## config.mk

```make
export PLATFORM = sky130hd
export DESIGN_NAME = chgmc_top
export DESIGN_NICKNAME = d
export VERILOG_FILES = /design/src/design/chgmc_pkg.sv /design/src/design/chgmc_top.sv
export SDC_FILE = /design/constraint.sdc
export NUM_CORES = 1
export LEC_CHECK = 0
export BUFFER_PORTS_ARGS = -buffer_cell sky130_fd_sc_hd__buf_2
export CORE_ASPECT_RATIO = 1.1
export CORE_MARGIN = 3
export CORE_UTILIZATION = 54
export CTS_CLUSTER_DIAMETER = 200
export DETAILED_ROUTE_END_ITERATION = 6
export PLACE_DENSITY = 0.74
export SLEW_MARGIN = 15
export SYNTH_ARGS = -nofsm -noshare
export SYNTH_HDL_FRONTEND = slang
export SYNTH_SLANG_ARGS = --single-unit
```

## constraint.sdc

```tcl
create_clock -name ref_clk_i -period 2.5 [get_ports ref_clk_i]
set_clock_uncertainty 0.05 [all_clocks]
set_input_delay 0.25 -clock ref_clk_i [delete_from_list [all_inputs] [get_ports ref_clk_i]]
set_output_delay 0.25 -clock ref_clk_i [all_outputs]
set_load 0.02 [all_outputs]
```

## src/design/chgmc_pkg.sv

```systemverilog
/*
 Shared constants and carriers for the charger mode control block.
 Assumes a 40 MHz core clock; analog comparators arrive as levels.
*/
package chgmc_pkg;
   localparam int unsigned CLK_HZ = 40_000_000;
   // Long durations kept in their own units
   localparam int unsigned VALID_MS = 25;
   localparam int unsigned WDOG_S = 32;
   localparam int unsigned SS_US = 50;
   localparam int unsigned VALID_CYC = VALID_MS * (CLK_HZ / 1000);
   localparam longint unsigned WDOG_CYC = longint'(WDOG_S) * longint'(CLK_HZ);
   localparam int unsigned SS_CYC = SS_US * (CLK_HZ / 1_000_000);
   localparam int unsigned STAT_PULSE_CYC = 16;
   localparam logic [6:0] SLAVE_ADDR = 7'h6a;
   localparam logic [7:0] REG_CTRL0 = 8'h00;
   localparam logic [7:0] REG_CTRL1 = 8'h01;
   localparam logic [7:0] REG_FLOAT = 8'h02;
   localparam logic [7:0] REG_ICHG = 8'h04;
   localparam logic [7:0] REG_SPCHG = 8'h05;
   localparam logic [7:0] REG_SAFETY = 8'h06;
   localparam logic [7:0] CTRL1_RST = 8'h70;
   localparam logic [7:0] FLOAT_RST = 8'h00;
   localparam logic [7:0] ICHG_RST = 8'h00;
   localparam logic [7:0] SPCHG_RST = 8'h04;
   localparam logic [7:0] SAFETY_RST = 8'h00;
   localparam int unsigned BIT_OPSEL = 0;
   localparam int unsigned BIT_HIZ = 1;
   localparam int unsigned BIT_CUTOFF = 3;
   localparam logic [1:0] CAP_500MA = 2'b01;
   localparam logic [1:0] ST_READY = 2'b00;
   localparam logic [1:0] ST_CHARGING = 2'b01;
   localparam logic [1:0] ST_DONE = 2'b10;
   localparam logic [1:0] ST_FAULT = 2'b11;
   localparam logic [2:0] FAULT_NONE = 3'b000;
   localparam logic [2:0] FAULT_THERMAL = 3'b101;
   localparam logic [2:0] FAULT_OVP = 3'b001;
   localparam logic [2:0] FAULT_UVLO = 3'b011;
   localparam logic [2:0] FAULT_BOOST = 3'b110;

   typedef enum logic [1:0] {
      CHGMC_CHARGE  = 2'b00,
      CHGMC_OFF     = 2'b01,
      CHGMC_BOOST   = 2'b10,
      CHGMC_HIGHZ   = 2'b11
   } chgmc_mode_e;

   typedef enum logic [2:0] {
      CHGMC_IDLE  = 3'b000,
      CHGMC_ADDR  = 3'b001,
      CHGMC_AACK  = 3'b010,
      CHGMC_WBYTE = 3'b011,
      CHGMC_WACK  = 3'b100,
      CHGMC_RBYTE = 3'b101,
      CHGMC_RACK  = 3'b110
   } chgmc_i2c_e;

   // Analog comparator levels from the power stage
   typedef struct packed {
      logic vbus_min_ok;
      logic vbus_ovp;
      logic vbus_ovp_clr;
      logic at_floor;
      logic cap_reached;
      logic over_temp;
      logic below_term;
      logic bat_above_float;
      logic bat_present;
      logic vbus_above_ref;
      logic fb_above_ref;
      logic boost_fault;
   } chgmc_sense_s;
endpackage : chgmc_pkg

```

## src/design/chgmc_top.sv

```systemverilog
/*
 Charger mode control: mode decode, input protection, boost sequencing
 and an I2C register slave. Assumes sense levels and I2C pins are
 asynchronous; all are double-synchronised before use.
*/
`timescale 1ns/10ps
`default_nettype none
// How it works
// - 3-bit input floor field, resets to 100
// - Ramp charge current until cap or floor
// - Over-temperature suspends charge, fault code 101
// - VBUS below minimum terminates charging
// - OVP suspends; clears at hysteresis; revalidate
// - Inserted overcharged battery without cutoff stops PWM
// - Default settings charge to 4.2V
// - Input cap 500mA after VBUS insertion; here set to 500mA only at reset and on watchdog expiry
// - Status field at register 0 bits 5:4
// - Mode decoded from pin and two bits
// - Boost off clears operation select
// - High-z select disables boost only
// - VBUS above reference inhibits boost pulses
// - Soft start 50us at 1.5x limit
// - Switch held off while feedback above reference
// - Boost fault pulses status, clears select
// - SDA open drain, MSB first
// - Slave address 1101010
// - SDA sampled on SCL rising edge
// - Drive zero to acknowledge
// - 32s boost watchdog restores defaults
// - Termination with source sets done code 10
// - VBUS valid 25ms before charging
module chgmc_top
   import chgmc_pkg::*;
#(
   parameter int unsigned  VALID_CYCLES = VALID_CYC,
   parameter longint unsigned WDOG_CYCLES = WDOG_CYC
) (
   input  wire  logic         ref_clk_i,
   input  wire  logic         rst_b_i,
   input  wire  logic         scl_i,
   input  wire  logic         sda_i,
   output logic               sda_o,
   output logic               sda_oe_o,
   input  wire  logic         charger_off_i,
   input  wire  chgmc_sense_s sense_i,
   output chgmc_mode_e        mode_o,
   output logic               charge_en_o,
   output logic               ramp_up_o,
   output logic               hold_floor_o,
   output logic               pwm_stop_o,
   output logic [1:0]         input_current_cap_o,
   output logic [2:0]         charge_current_cap_o,
   output logic [5:0]         float_voltage_setting_o,
   output logic [2:0]         input_voltage_floor_o,
   output logic [1:0]         status_o,
   output logic [2:0]         fault_code_o,
   output logic               status_pin_o,
   output logic               boost_switch_o,
   output logic               pulse_skip_regime_o,
   output logic               long_on_time_o,
   output logic               soft_start_o,
   output logic               peak_limit_150_o
);
   // Two-flop synchronisers for every asynchronous level
   localparam int unsigned NS = $bits(chgmc_sense_s) + 3;
   logic [NS-1:0] sy1_r, sy2_r;
   wire  [NS-1:0] async_w = {sense_i, charger_off_i, scl_i, sda_i};
   genvar g;
   generate
      for (g = 0; g < NS; g++) begin : g_sync
         always_ff @(posedge ref_clk_i or negedge rst_b_i) begin
            if (!rst_b_i) begin
               // SCL and SDA rest high, so no false edge follows reset
               sy1_r[g] <= (g < 2) ? 1'b1 : 1'b0;
               sy2_r[g] <= (g < 2) ? 1'b1 : 1'b0;
            end else begin
               sy1_r[g] <= async_w[g];
               sy2_r[g] <= sy1_r[g];
            end
         end
      end
   endgenerate
   chgmc_sense_s sn;
   wire          sda_s = sy2_r[0];
   wire          scl_s = sy2_r[1];
   wire          off_s = sy2_r[2];
   assign sn = sy2_r[NS-1:3];

   logic         scl_d_r, sda_d_r;
   always_ff @(posedge ref_clk_i or negedge rst_b_i) begin
      if (!rst_b_i) begin
         scl_d_r <= 1'b1;
         sda_d_r <= 1'b1;
      end else begin
         scl_d_r <= scl_s;
         sda_d_r <= sda_s;
      end
   end
   wire scl_rise = scl_s & ~scl_d_r;
   wire scl_fall = ~scl_s & scl_d_r;
   wire start_w  = scl_s & scl_d_r & sda_d_r & ~sda_s;
   wire stop_w   = scl_s & scl_d_r & ~sda_d_r & sda_s;

   // Registers
   logic [7:0] ctrl1_r, float_r, ichg_r, spchg_r, safety_r;
   logic [1:0] status_r;
   logic [2:0] fault_r;
   chgmc_i2c_e st_r;
   logic [7:0] sh_r, ptr_r;
   logic [2:0] bcnt_r;
   logic       rw_r, byte2_r, drive_r, acc_r;
   logic       full_r;
   logic       wr_pulse_r;
   logic [7:0] wdata_r;

   wire [7:0] ctrl0_w = {2'b00, status_r, mode_o == CHGMC_BOOST, 3'b000};
   logic [7:0] rd_mux;
   always_comb begin
      case (ptr_r)
         REG_CTRL0:  rd_mux = ctrl0_w;
         REG_CTRL1:  rd_mux = ctrl1_r;
         REG_FLOAT:  rd_mux = float_r;
         REG_ICHG:   rd_mux = ichg_r;
         REG_SPCHG:  rd_mux = spchg_r;
         REG_SAFETY: rd_mux = safety_r;
         default:    rd_mux = 8'h00;
      endcase
   end

   wire addr_hit = (sh_r[7:1] == SLAVE_ADDR);
   always_ff @(posedge ref_clk_i or negedge rst_b_i) begin
      if (!rst_b_i) begin
         st_r <= CHGMC_IDLE;
         sh_r <= 8'h00;
         ptr_r <= 8'h00;
         bcnt_r <= 3'd0;
         rw_r <= 1'b0;
         byte2_r <= 1'b0;
         drive_r <= 1'b0;
         acc_r <= 1'b0;
         wr_pulse_r <= 1'b0;
         wdata_r <= 8'h00;
         full_r <= 1'b0;
      end else begin
         wr_pulse_r <= 1'b0;
         acc_r <= 1'b0;
         if (start_w) begin
            st_r <= CHGMC_ADDR;
            bcnt_r <= 3'd0;
            full_r <= 1'b0;
            drive_r <= 1'b0;
         end else if (stop_w) begin
            st_r <= CHGMC_IDLE;
            drive_r <= 1'b0;
         end else begin
            case (st_r)
               CHGMC_IDLE: drive_r <= 1'b0;
               CHGMC_ADDR, CHGMC_WBYTE: begin
                  if (scl_rise) begin
                     sh_r <= {sh_r[6:0], sda_s};
                     bcnt_r <= bcnt_r + 3'd1;
                     full_r <= (bcnt_r == 3'd7);
                  end
                  // A byte is whole only after the eighth rise; a wrapped count is not enough
                  if (scl_fall && full_r && st_r == CHGMC_ADDR && addr_hit) begin
                     drive_r <= 1'b1;
                     rw_r <= sh_r[0];
                     byte2_r <= 1'b0;
                     acc_r <= 1'b1;
                     full_r <= 1'b0;
                     st_r <= CHGMC_AACK;
                  end else if (scl_fall && full_r && st_r == CHGMC_ADDR) begin
                     full_r <= 1'b0;
                     st_r <= CHGMC_IDLE;
                  end else if (scl_fall && full_r) begin
                     full_r <= 1'b0;
                     drive_r <= 1'b1;
                     acc_r <= 1'b1;
                     if (!byte2_r) begin
                        ptr_r <= sh_r;
                        byte2_r <= 1'b1;
                     end else begin
                        wdata_r <= sh_r;
                        wr_pulse_r <= 1'b1;
                        ptr_r <= ptr_r + 8'd1;
                     end
                     st_r <= CHGMC_WACK;
                  end
               end
               CHGMC_AACK, CHGMC_WACK: begin
                  if (scl_fall) begin
                     bcnt_r <= 3'd0;
                     sh_r <= 8'hff;
                     if (st_r == CHGMC_AACK && rw_r) begin
                        sh_r <= rd_mux;
                        drive_r <= ~rd_mux[7];
                        st_r <= CHGMC_RBYTE;
                     end else begin
                        drive_r <= 1'b0;
                        st_r <= CHGMC_WBYTE;
                     end
                  end
               end
               CHGMC_RBYTE: begin
                  if (scl_fall) begin
                     bcnt_r <= bcnt_r + 3'd1;
                     sh_r <= {sh_r[6:0], 1'b1};
                     drive_r <= (bcnt_r == 3'd7) ? 1'b0 : ~sh_r[6];
                     if (bcnt_r == 3'd7) st_r <= CHGMC_RACK;
                  end
               end
               CHGMC_RACK: begin
                  if (scl_rise) begin
                     acc_r <= 1'b1;
                     ptr_r <= ptr_r + 8'd1;
                     st_r <= sda_s ? CHGMC_IDLE : CHGMC_AACK;
                  end
               end
               default: st_r <= CHGMC_IDLE;
            endcase
         end
      end
   end
   wire [7:0] wptr_w = ptr_r - 8'd1;

   // Mode decode
   // mode decode
   wire         hiz_w = ctrl1_r[BIT_HIZ];
   wire         opsel_w = ctrl1_r[BIT_OPSEL];
   chgmc_mode_e mode_w;
   assign mode_w = off_s ? CHGMC_OFF :
                   hiz_w ? CHGMC_HIGHZ :
                   opsel_w ? CHGMC_BOOST : CHGMC_CHARGE;

   // VBUS validation and watchdog counters
   logic [31:0] valid_cnt_r;
   logic [36:0] wdog_r;
   logic        vbus_ok_r, ovp_r;
   wire in_window = sn.vbus_min_ok & ~ovp_r;
   wire valid_done = (valid_cnt_r == VALID_CYCLES[31:0]);
   wire wdog_hit = (mode_o == CHGMC_BOOST) && (wdog_r == WDOG_CYCLES[36:0]);
   wire boost_kill = (mode_o == CHGMC_BOOST) && sn.boost_fault;

   always_ff @(posedge ref_clk_i or negedge rst_b_i) begin
      if (!rst_b_i) begin
         valid_cnt_r <= 32'h0000_0000;
         vbus_ok_r <= 1'b0;
         ovp_r <= 1'b0;
         wdog_r <= '0;
      end else begin
         if (sn.vbus_ovp) ovp_r <= 1'b1;
         else if (sn.vbus_ovp_clr) ovp_r <= 1'b0;
         if (!in_window || sn.vbus_ovp) begin
            valid_cnt_r <= 32'h0000_0000;
            vbus_ok_r <= 1'b0;
         end else if (!valid_done) valid_cnt_r <= valid_cnt_r + 32'd1;
         else vbus_ok_r <= 1'b1;
         if (acc_r || mode_o != CHGMC_BOOST) wdog_r <= '0;
         else if (!wdog_hit) wdog_r <= wdog_r + 37'd1;
      end
   end

   // Register file; defaults charge at 4.2V and 500mA
   wire we = wr_pulse_r;
   always_ff @(posedge ref_clk_i or negedge rst_b_i) begin
      if (!rst_b_i) begin
         ctrl1_r <= CTRL1_RST;
         float_r <= FLOAT_RST;
         ichg_r <= ICHG_RST;
         spchg_r <= SPCHG_RST;
         safety_r <= SAFETY_RST;
      end else if (wdog_hit) begin
         ctrl1_r <= CTRL1_RST;
         float_r <= FLOAT_RST;
         ichg_r <= ICHG_RST;
         spchg_r <= SPCHG_RST;
         safety_r <= SAFETY_RST;
      end else begin
         if (we && wptr_w == REG_CTRL1) ctrl1_r <= wdata_r;
         if (we && wptr_w == REG_FLOAT) float_r <= wdata_r;
         if (we && wptr_w == REG_ICHG) ichg_r <= wdata_r;
         if (we && wptr_w == REG_SPCHG) spchg_r <= wdata_r;
         if (we && wptr_w == REG_SAFETY) safety_r <= wdata_r;
         if (boost_kill || (opsel_w && hiz_w)) ctrl1_r[BIT_OPSEL] <= 1'b0;
      end
   end

   // Charge control and boost sequencing
   wire charge_mode = (mode_w == CHGMC_CHARGE) || (mode_w == CHGMC_HIGHZ);
   logic no_bat_seen_r;
   logic [11:0] ss_r;
   logic [4:0]  pulse_r;
   logic        skip_r;
   logic        ss_on_r;
   wire can_charge = charge_mode & vbus_ok_r & sn.vbus_min_ok & ~ovp_r & ~sn.over_temp;
   wire pwm_stop_w = no_bat_seen_r & ~ctrl1_r[BIT_CUTOFF] & sn.bat_present
                     & sn.bat_above_float;
   wire done_w = ctrl1_r[BIT_CUTOFF] & sn.below_term & vbus_ok_r;
   wire boost_on = (mode_w == CHGMC_BOOST);
   wire ss_done = (ss_r == SS_CYC[11:0]);
   always_ff @(posedge ref_clk_i or negedge rst_b_i) begin
      if (!rst_b_i) begin
         mode_o <= CHGMC_CHARGE;
         charge_en_o <= 1'b0;
         ramp_up_o <= 1'b0;
         hold_floor_o <= 1'b0;
         pwm_stop_o <= 1'b0;
         no_bat_seen_r <= 1'b0;
         status_r <= ST_READY;
         fault_r <= FAULT_NONE;
         ss_r <= 12'h000;
         pulse_r <= 5'd0;
         skip_r <= 1'b0;
         ss_on_r <= 1'b0;
         boost_switch_o <= 1'b0;
         status_pin_o <= 1'b0;
         sda_o <= 1'b0;
         sda_oe_o <= 1'b0;
      end else begin
         mode_o <= mode_w;
         // open drain, low only while driving
         sda_o <= 1'b0;
         sda_oe_o <= drive_r;
         if (!sn.bat_present) no_bat_seen_r <= 1'b1;
         else if (!sn.bat_above_float) no_bat_seen_r <= 1'b0;
         pwm_stop_o <= pwm_stop_w;
         charge_en_o <= can_charge & ~pwm_stop_w & ~done_w;
         // ramp until a cap or floor
         ramp_up_o <= can_charge & ~sn.cap_reached & ~sn.at_floor;
         hold_floor_o <= can_charge & sn.at_floor;
         if (sn.over_temp) fault_r <= FAULT_THERMAL;
         else if (ovp_r) fault_r <= FAULT_OVP;
         else if (charge_mode && !sn.vbus_min_ok) fault_r <= FAULT_UVLO;
         else if (boost_kill) fault_r <= FAULT_BOOST;
         else fault_r <= FAULT_NONE;
         if (sn.over_temp || ovp_r || boost_kill) status_r <= ST_FAULT;
         else if (done_w) status_r <= ST_DONE;
         else if (can_charge) status_r <= ST_CHARGING;
         else status_r <= ST_READY;
         if (!boost_on) ss_r <= 12'h000;
         else if (!ss_done) ss_r <= ss_r + 12'd1;
         ss_on_r <= boost_on & ~ss_done;
         skip_r <= boost_on & sn.vbus_above_ref;
         boost_switch_o <= boost_on & ~sn.fb_above_ref & ~sn.vbus_above_ref;
         if (boost_kill) pulse_r <= STAT_PULSE_CYC[4:0];
         else if (pulse_r != 5'd0) pulse_r <= pulse_r - 5'd1;
         status_pin_o <= (pulse_r != 5'd0);
      end
   end
   assign pulse_skip_regime_o = skip_r;
   assign long_on_time_o = skip_r;
   assign soft_start_o = ss_on_r;
   assign peak_limit_150_o = ss_on_r;
   assign input_current_cap_o = ctrl1_r[7:6];
   assign charge_current_cap_o = ichg_r[6:4];
   assign float_voltage_setting_o = float_r[7:2];
   assign input_voltage_floor_o = spchg_r[2:0];
   assign status_o = status_r;
   assign fault_code_o = fault_r;
endmodule : chgmc_top
`default_nettype wire

```

; Word-level counts from Yosys, hierarchy flattened
; Index checks and enable logic that the tools add are counted.
[word_totals]
register_bits = 213
inputBits = 17
out_inout_bits = 33
[classes]
addsub = 7
n_eq_ne = 49
muxes = 97
n_bitwise = 46
reduce_logical = 52
[op_table]
columns = cell, count
row1 = 2-to-1 mux 8 bit, 19
row2 = 2-to-1 mux 37 bit, 2
row3 = 2-to-1 mux 32 bit, 2
row4 = 2-to-1 mux 3 bit, 19
row5 = equality test 8 x 3 -> 1 bit (second input constant), 6
row6 = one-hot mux 8 bit (6 select lines), 1
row7 = 2-to-1 mux 1 bit, 38
row8 = adder 37 x 1 -> 37 bit (second input constant), 1
row9 = equality test 37 x 31 -> 1 bit (second input constant), 1
row10 = adder 32 x 1 -> 32 bit (second input constant), 1
row11 = equality test 32 x 20 -> 1 bit (second input constant), 1
row12 = bitwise AND 1 bit, 26
row13 = 2-to-1 mux 12 bit, 2
row14 = one-hot mux 8 bit (3 select lines), 1
row15 = != test 2 bit (second input constant), 11
row16 = nonzero test 2 bit, 11
row17 = NOT 1 bit, 20
row18 = equality test 8 x 1 -> 1 bit (second input constant), 2
row19 = equality test 8 x 2 -> 1 bit (second input constant), 2
row20 = != test 4 bit (second input constant), 4
row21 = one-hot mux 8 bit (2 select lines), 1
row22 = one-hot mux 3 bit (5 select lines), 1
row23 = AND reduction 5 bit, 3
row24 = AND reduction 7 bit, 2
row25 = 34 further kinds, 74

; Depth between registers and ports, before layout
[logic_depth]
ltp_word = 12
mapped_depth = 8

; Worst setup path before layout
; No wires, ideal clock.
[synth_path]
path_kind = register to register
startpoint = register ptr_r[0]
endpoint = register ichg_r[4]
setup_ns = 0.078
t_arrival_ns = 2.287
required_time_ns = 2.372
setup_slack_ns = 0.085
stages_incl_launch_ff = 9
n_path_buf = 1
period_less_slack_ns = 2.415
path_cell_list = dfrtp_1 inv_1 ha_1 or2_4 a211o_4 a2111oi_4 buf_6 nand3_1 a21oi_1
[synth_between]
elab_chain_cells = 4
[synth_lines]
columns = item, line_no
row1 = "start, declared", chgmc_top.sv:109  ; logic [7:0] sh_r, ptr_r;
row2 = "start signal, assigned", chgmc_top.sv:180  ; ptr_r <= sh_r;
row3 = "start signal, assigned", chgmc_top.sv:185  ; ptr_r <= ptr_r + 8'd1;
row4 = "start signal, assigned", chgmc_top.sv:215  ; ptr_r <= ptr_r + 8'd1;
row5 = subtractor 8 x 1 -> 8 bit, chgmc_top.sv:224  ; wire [7:0] wptr_w = ptr_r - 8'd1;
row6 = equality test 8 x 3 -> 1 bit, chgmc_top.sv:281  ; if (we && wptr_w == REG_ICHG) ichg_r <= wdata_r;
row7 = logical AND 1 bit, chgmc_top.sv:281
row8 = nonzero test 2 bit (no line), n/a
row9 = "end signal, assigned", chgmc_top.sv:281
row10 = "end, declared", chgmc_top.sv:105  ; logic [7:0] ctrl1_r, float_r, ichg_r, spchg_r, safety_r;
; Every way passes these cells.
; A chain may end at the register's enable or synchronous reset.

; Final worst setup path
; Same ends and word-level chain as after synthesis.

==> impl_metrics.json <==
{
  "status": "complete, no violations",
  "ctsRootBufferMaster": "clkbuf_16",
  "antenna_found_initial": 0,
  "holdWs_ps": 242,
  "yosys.area.top_type_share_pct": 48.2,
  "grt_pass1_vias": 8124,
  "cts_tree": "built",
  "ys.flop_type": "dfrtp_1",
  "finalSetupViolCount": 0,
  "synth_edf_count": 0,
  "tns_ps": 0,
  "area_growth_syn_to_layout_pct": 13.7,
  "hold_class": "in -> async",
  "post-cts-setup-buffer-count": 0,
  "portBuffers": 48,
  "slew_viol_final": 0,
  "fin_cells": 1371,
  "critPathSlowestCell": "a211o_4",
  "grt_max_degree": 83,
  "worst-r2r-setup-slack_ps": 170,
  "drive_gt1_share_pct": 15.1,
  "post-place-ws_ps": 150,
  "final_hold_viol_count": 0,
  "crit_type": "reg -> reg",
  "grt_pass1_wl_mm": 40.6,
  "core_mm2": 0.0188,
  "leakage_uw": 0.00507,
  "startpoint_type": "flip-flop",
  "setup_ws_ps": 165,
  "clk_latency_ps": 510,
  "netlist-cell-type-count": 78,
  "layout_commonest_cell": "dfrtp_1",
  "dpl_cell_area_mm2": 0.0111,
  "drcViolationCount": 0,
  "maxCapViolCount": 0,
  "gr-usage-all-layers_pct": 22.6,
  "vias": 8251,
  "drtIter0Drc": 707,
  "netlist_area_mm2": 0.0105,
  "drt-total-wl_mm": 24.0,
  "max_clock_freq_mhz": 428,
  "routedWlPerCell_um": 17.5,
  "ant_nets": 0,
  "end_kind": "flip-flop",
  "grt_setup_unrepaired": "false",
  "yosys.area.top_type": "dfrtp_1",
  "synthCells": 1055,
  "syn_avg_cell_area_um2": 9.99,
  "cts_buffer_depth": 3,
  "rr_worst_depth": 8,
  "htreeDepth": 1,
  "cp_data_arrival_time_ps": 2710,
  "antennaDiodeCount": 0,
  "gr-total-overflow": 0,
  "finalNetCount": 1146,
  "tightest_slew_ps": 682,
  "dieArea_mm2": 0.0212,
  "min_period_ps": 2330,
  "yosys_warnings": 0,
  "path_cells": "inv_1 > ha_1 > or2_4 > a211o_4 > a2111oi_4 > buf_6 > nand3_1 > a21oi_1",
  "reg2reg_to": "ichg_r[4]$_DFFE_PN0P_",
  "initial_core_util_pct": 56.0,
  "min_period_over_period_pct": 93.4,
  "dpl.hpwl_mm": 16.0,
  "synth.ff_latch_count": 213,
  "synthesis.nets": 1089,
  "final_cell_mix": "dfrtp_1, nand3_1, a21oi_1",
  "seq_area_frac_synth_pct": 50.7,
  "cts_inserted_buffers": 23,
  "clkTransAtPathRegs_ps": 70,
  "die_y_um": 153,
  "drt-vias-per-instance": 6.02,
  "rows": 52,
  "num_io_pins": 50,
  "path_max_fanout": 24,
  "ir_worst_vdd_mv": 0.506,
  "cp_data_required_time_ps": 2870,
  "drt-pass1-iter-count": 6,
  "r2r_start": "ptr_r[0]$_DFFE_PN0P_",
  "place_inst": 1314,
  "die_w_um": 139,
  "max_stage_delay_ps": 370,
  "fin_area_mm2": 0.0120,
  "numClockSinks": 213,
  "async_flop_share_pct": 100,
  "place_congestion": 0.881,
  "slew_headroom_pct": 54.4,
  "p_per_area_mw_per_mm2": 606,
  "synth_top_cells_by_area": "dfrtp_1, nand3_1, a21oi_1, nor2_1, xnor2_1"
}
-- synth_stat cells, types with 5 or more instances --
library cell,n
a21oi_1,82
nor2b_1,7
dfstp_2,10
a211oi_1,5
xor2_1,29
nand2_1,64
a2bb2oi_1,7
ha_1,17
nand3_1,88
nor4_1,13
xnor2_1,31
nor3_1,20
mux2i_1,14
buf_1,6
nor3b_1,5
o22ai_1,5
o21ai_0,34
nand2b_1,9
dfrtp_1,203
buf_4,19
nor4b_1,7
and3_1,16
or3_1,20
nor2_1,75
and4_1,6
mux2_2,9
inv_1,29
o21ai_1,42
a221oi_1,5
clkbuf_1,30
o21a_1,5
and2_1,22
nand4_1,26
buf_2,9
o31ai_1,9
-- metal layers --
| metal | up-vias | GRT usage, % | routed length [µm] |
|---|---|---|---|
| li1 | 3900 | - | - |
| met1 | 4053 | 30.6 | 10300 |
| met2 | 245 | 38.3 | 11800 |
| met3 | 53 | 3.26 | 1310 |
| met4 | 0 | 6.71 | 620 |
| met5 | - | 0 | 0 |
-- area by class of cell --
class                           count  area [µm²]
Clock inverter                     11         104
Sequential cell                   213        5340
Timing Repair Buffer               99         727
Tap cell                          243         304
Multi-Input combinational cell    745        4740
Inverter                           30         113
Fill cell                        1478        6830
Clock buffer                       30         652
-- kinds of logic (layout without fill, tap and decap cells) --
| logic type | Yosys count | after routing | synth area share [%] |
|---|---|---|---|
| AND/OR/NAND/NOR | 408 | 408 | 21.2 |
| AO/OA/AOI/OAI | 236 | 236 | 14.3 |
| flip-flops | 213 | 213 | 50.7 |
| buffers and inverters | 97 | 170 | 4.45 |
| XOR/XNOR | 60 | 60 | 4.99 |
| multiplexers | 23 | 23 | 2.29 |
| adder cells (fa/ha/maj) | 17 | 17 | 2.02 |
| other | 1 | 1 | 0.0356 |
-- metrics by stage --
step | util (%) | total power [µW]
4_1_cts | 63.7 | 7330
6_report | 63.7 | 7260
3_3_place_gp | 58.8 | 3960
5_1_grt | 63.7 | 7530
3_5_place_dp | 58.8 | 3970
2_1_floorplan | - | 3810
-- worst max-delay path, delay by kind of cell (launching register included) --
family                   cells  cell delay (ps)
adder cells (fa/ha/maj)      1              270
AND/OR/NAND/NOR              2              360
AO/OA/AOI/OAI                3              860
flip-flops                   1              340
buffers and inverters        2              340
-- where the power goes --
part           internal [µW]  switching (µW)
registers               3540            97.1
logic                    124             169
clock network           1950            1380
-- repair_timing --
item,4_1_cts,5_1_grt
endpoints found under the setup margin,0,7
hold buffers,16,0
endpoints found under the hold margin,75,0
resized for setup,0,1
-- worst max-delay path by stage --
stage                    startpoint                     to  cells past startpoint
6_report       ptr_r[0]$_DFFE_PN0P_  ichg_r[4]$_DFFE_PN0P_                      8
5_1_grt        ptr_r[0]$_DFFE_PN0P_  ichg_r[4]$_DFFE_PN0P_                      8
4_1_cts        ptr_r[0]$_DFFE_PN0P_  ichg_r[4]$_DFFE_PN0P_                      8
3_5_place_dp   ptr_r[0]$_DFFE_PN0P_  ichg_r[4]$_DFFE_PN0P_                      8
3_3_place_gp   ptr_r[0]$_DFFE_PN0P_  ichg_r[3]$_DFFE_PN0P_                      8
2_1_floorplan  ptr_r[0]$_DFFE_PN0P_  ichg_r[4]$_DFFE_PN0P_                      8
-- sequential cells by signal (all words and copies together) (netlist names), 12 cells and up --
| name | count |
|---|---|
| sn | 12 |
| ss_r | 12 |
| sy1_r | 15 |
| wdog_r | 37 |
| valid_cnt_r | 32 |
Power figures use the tool's default switching activity.
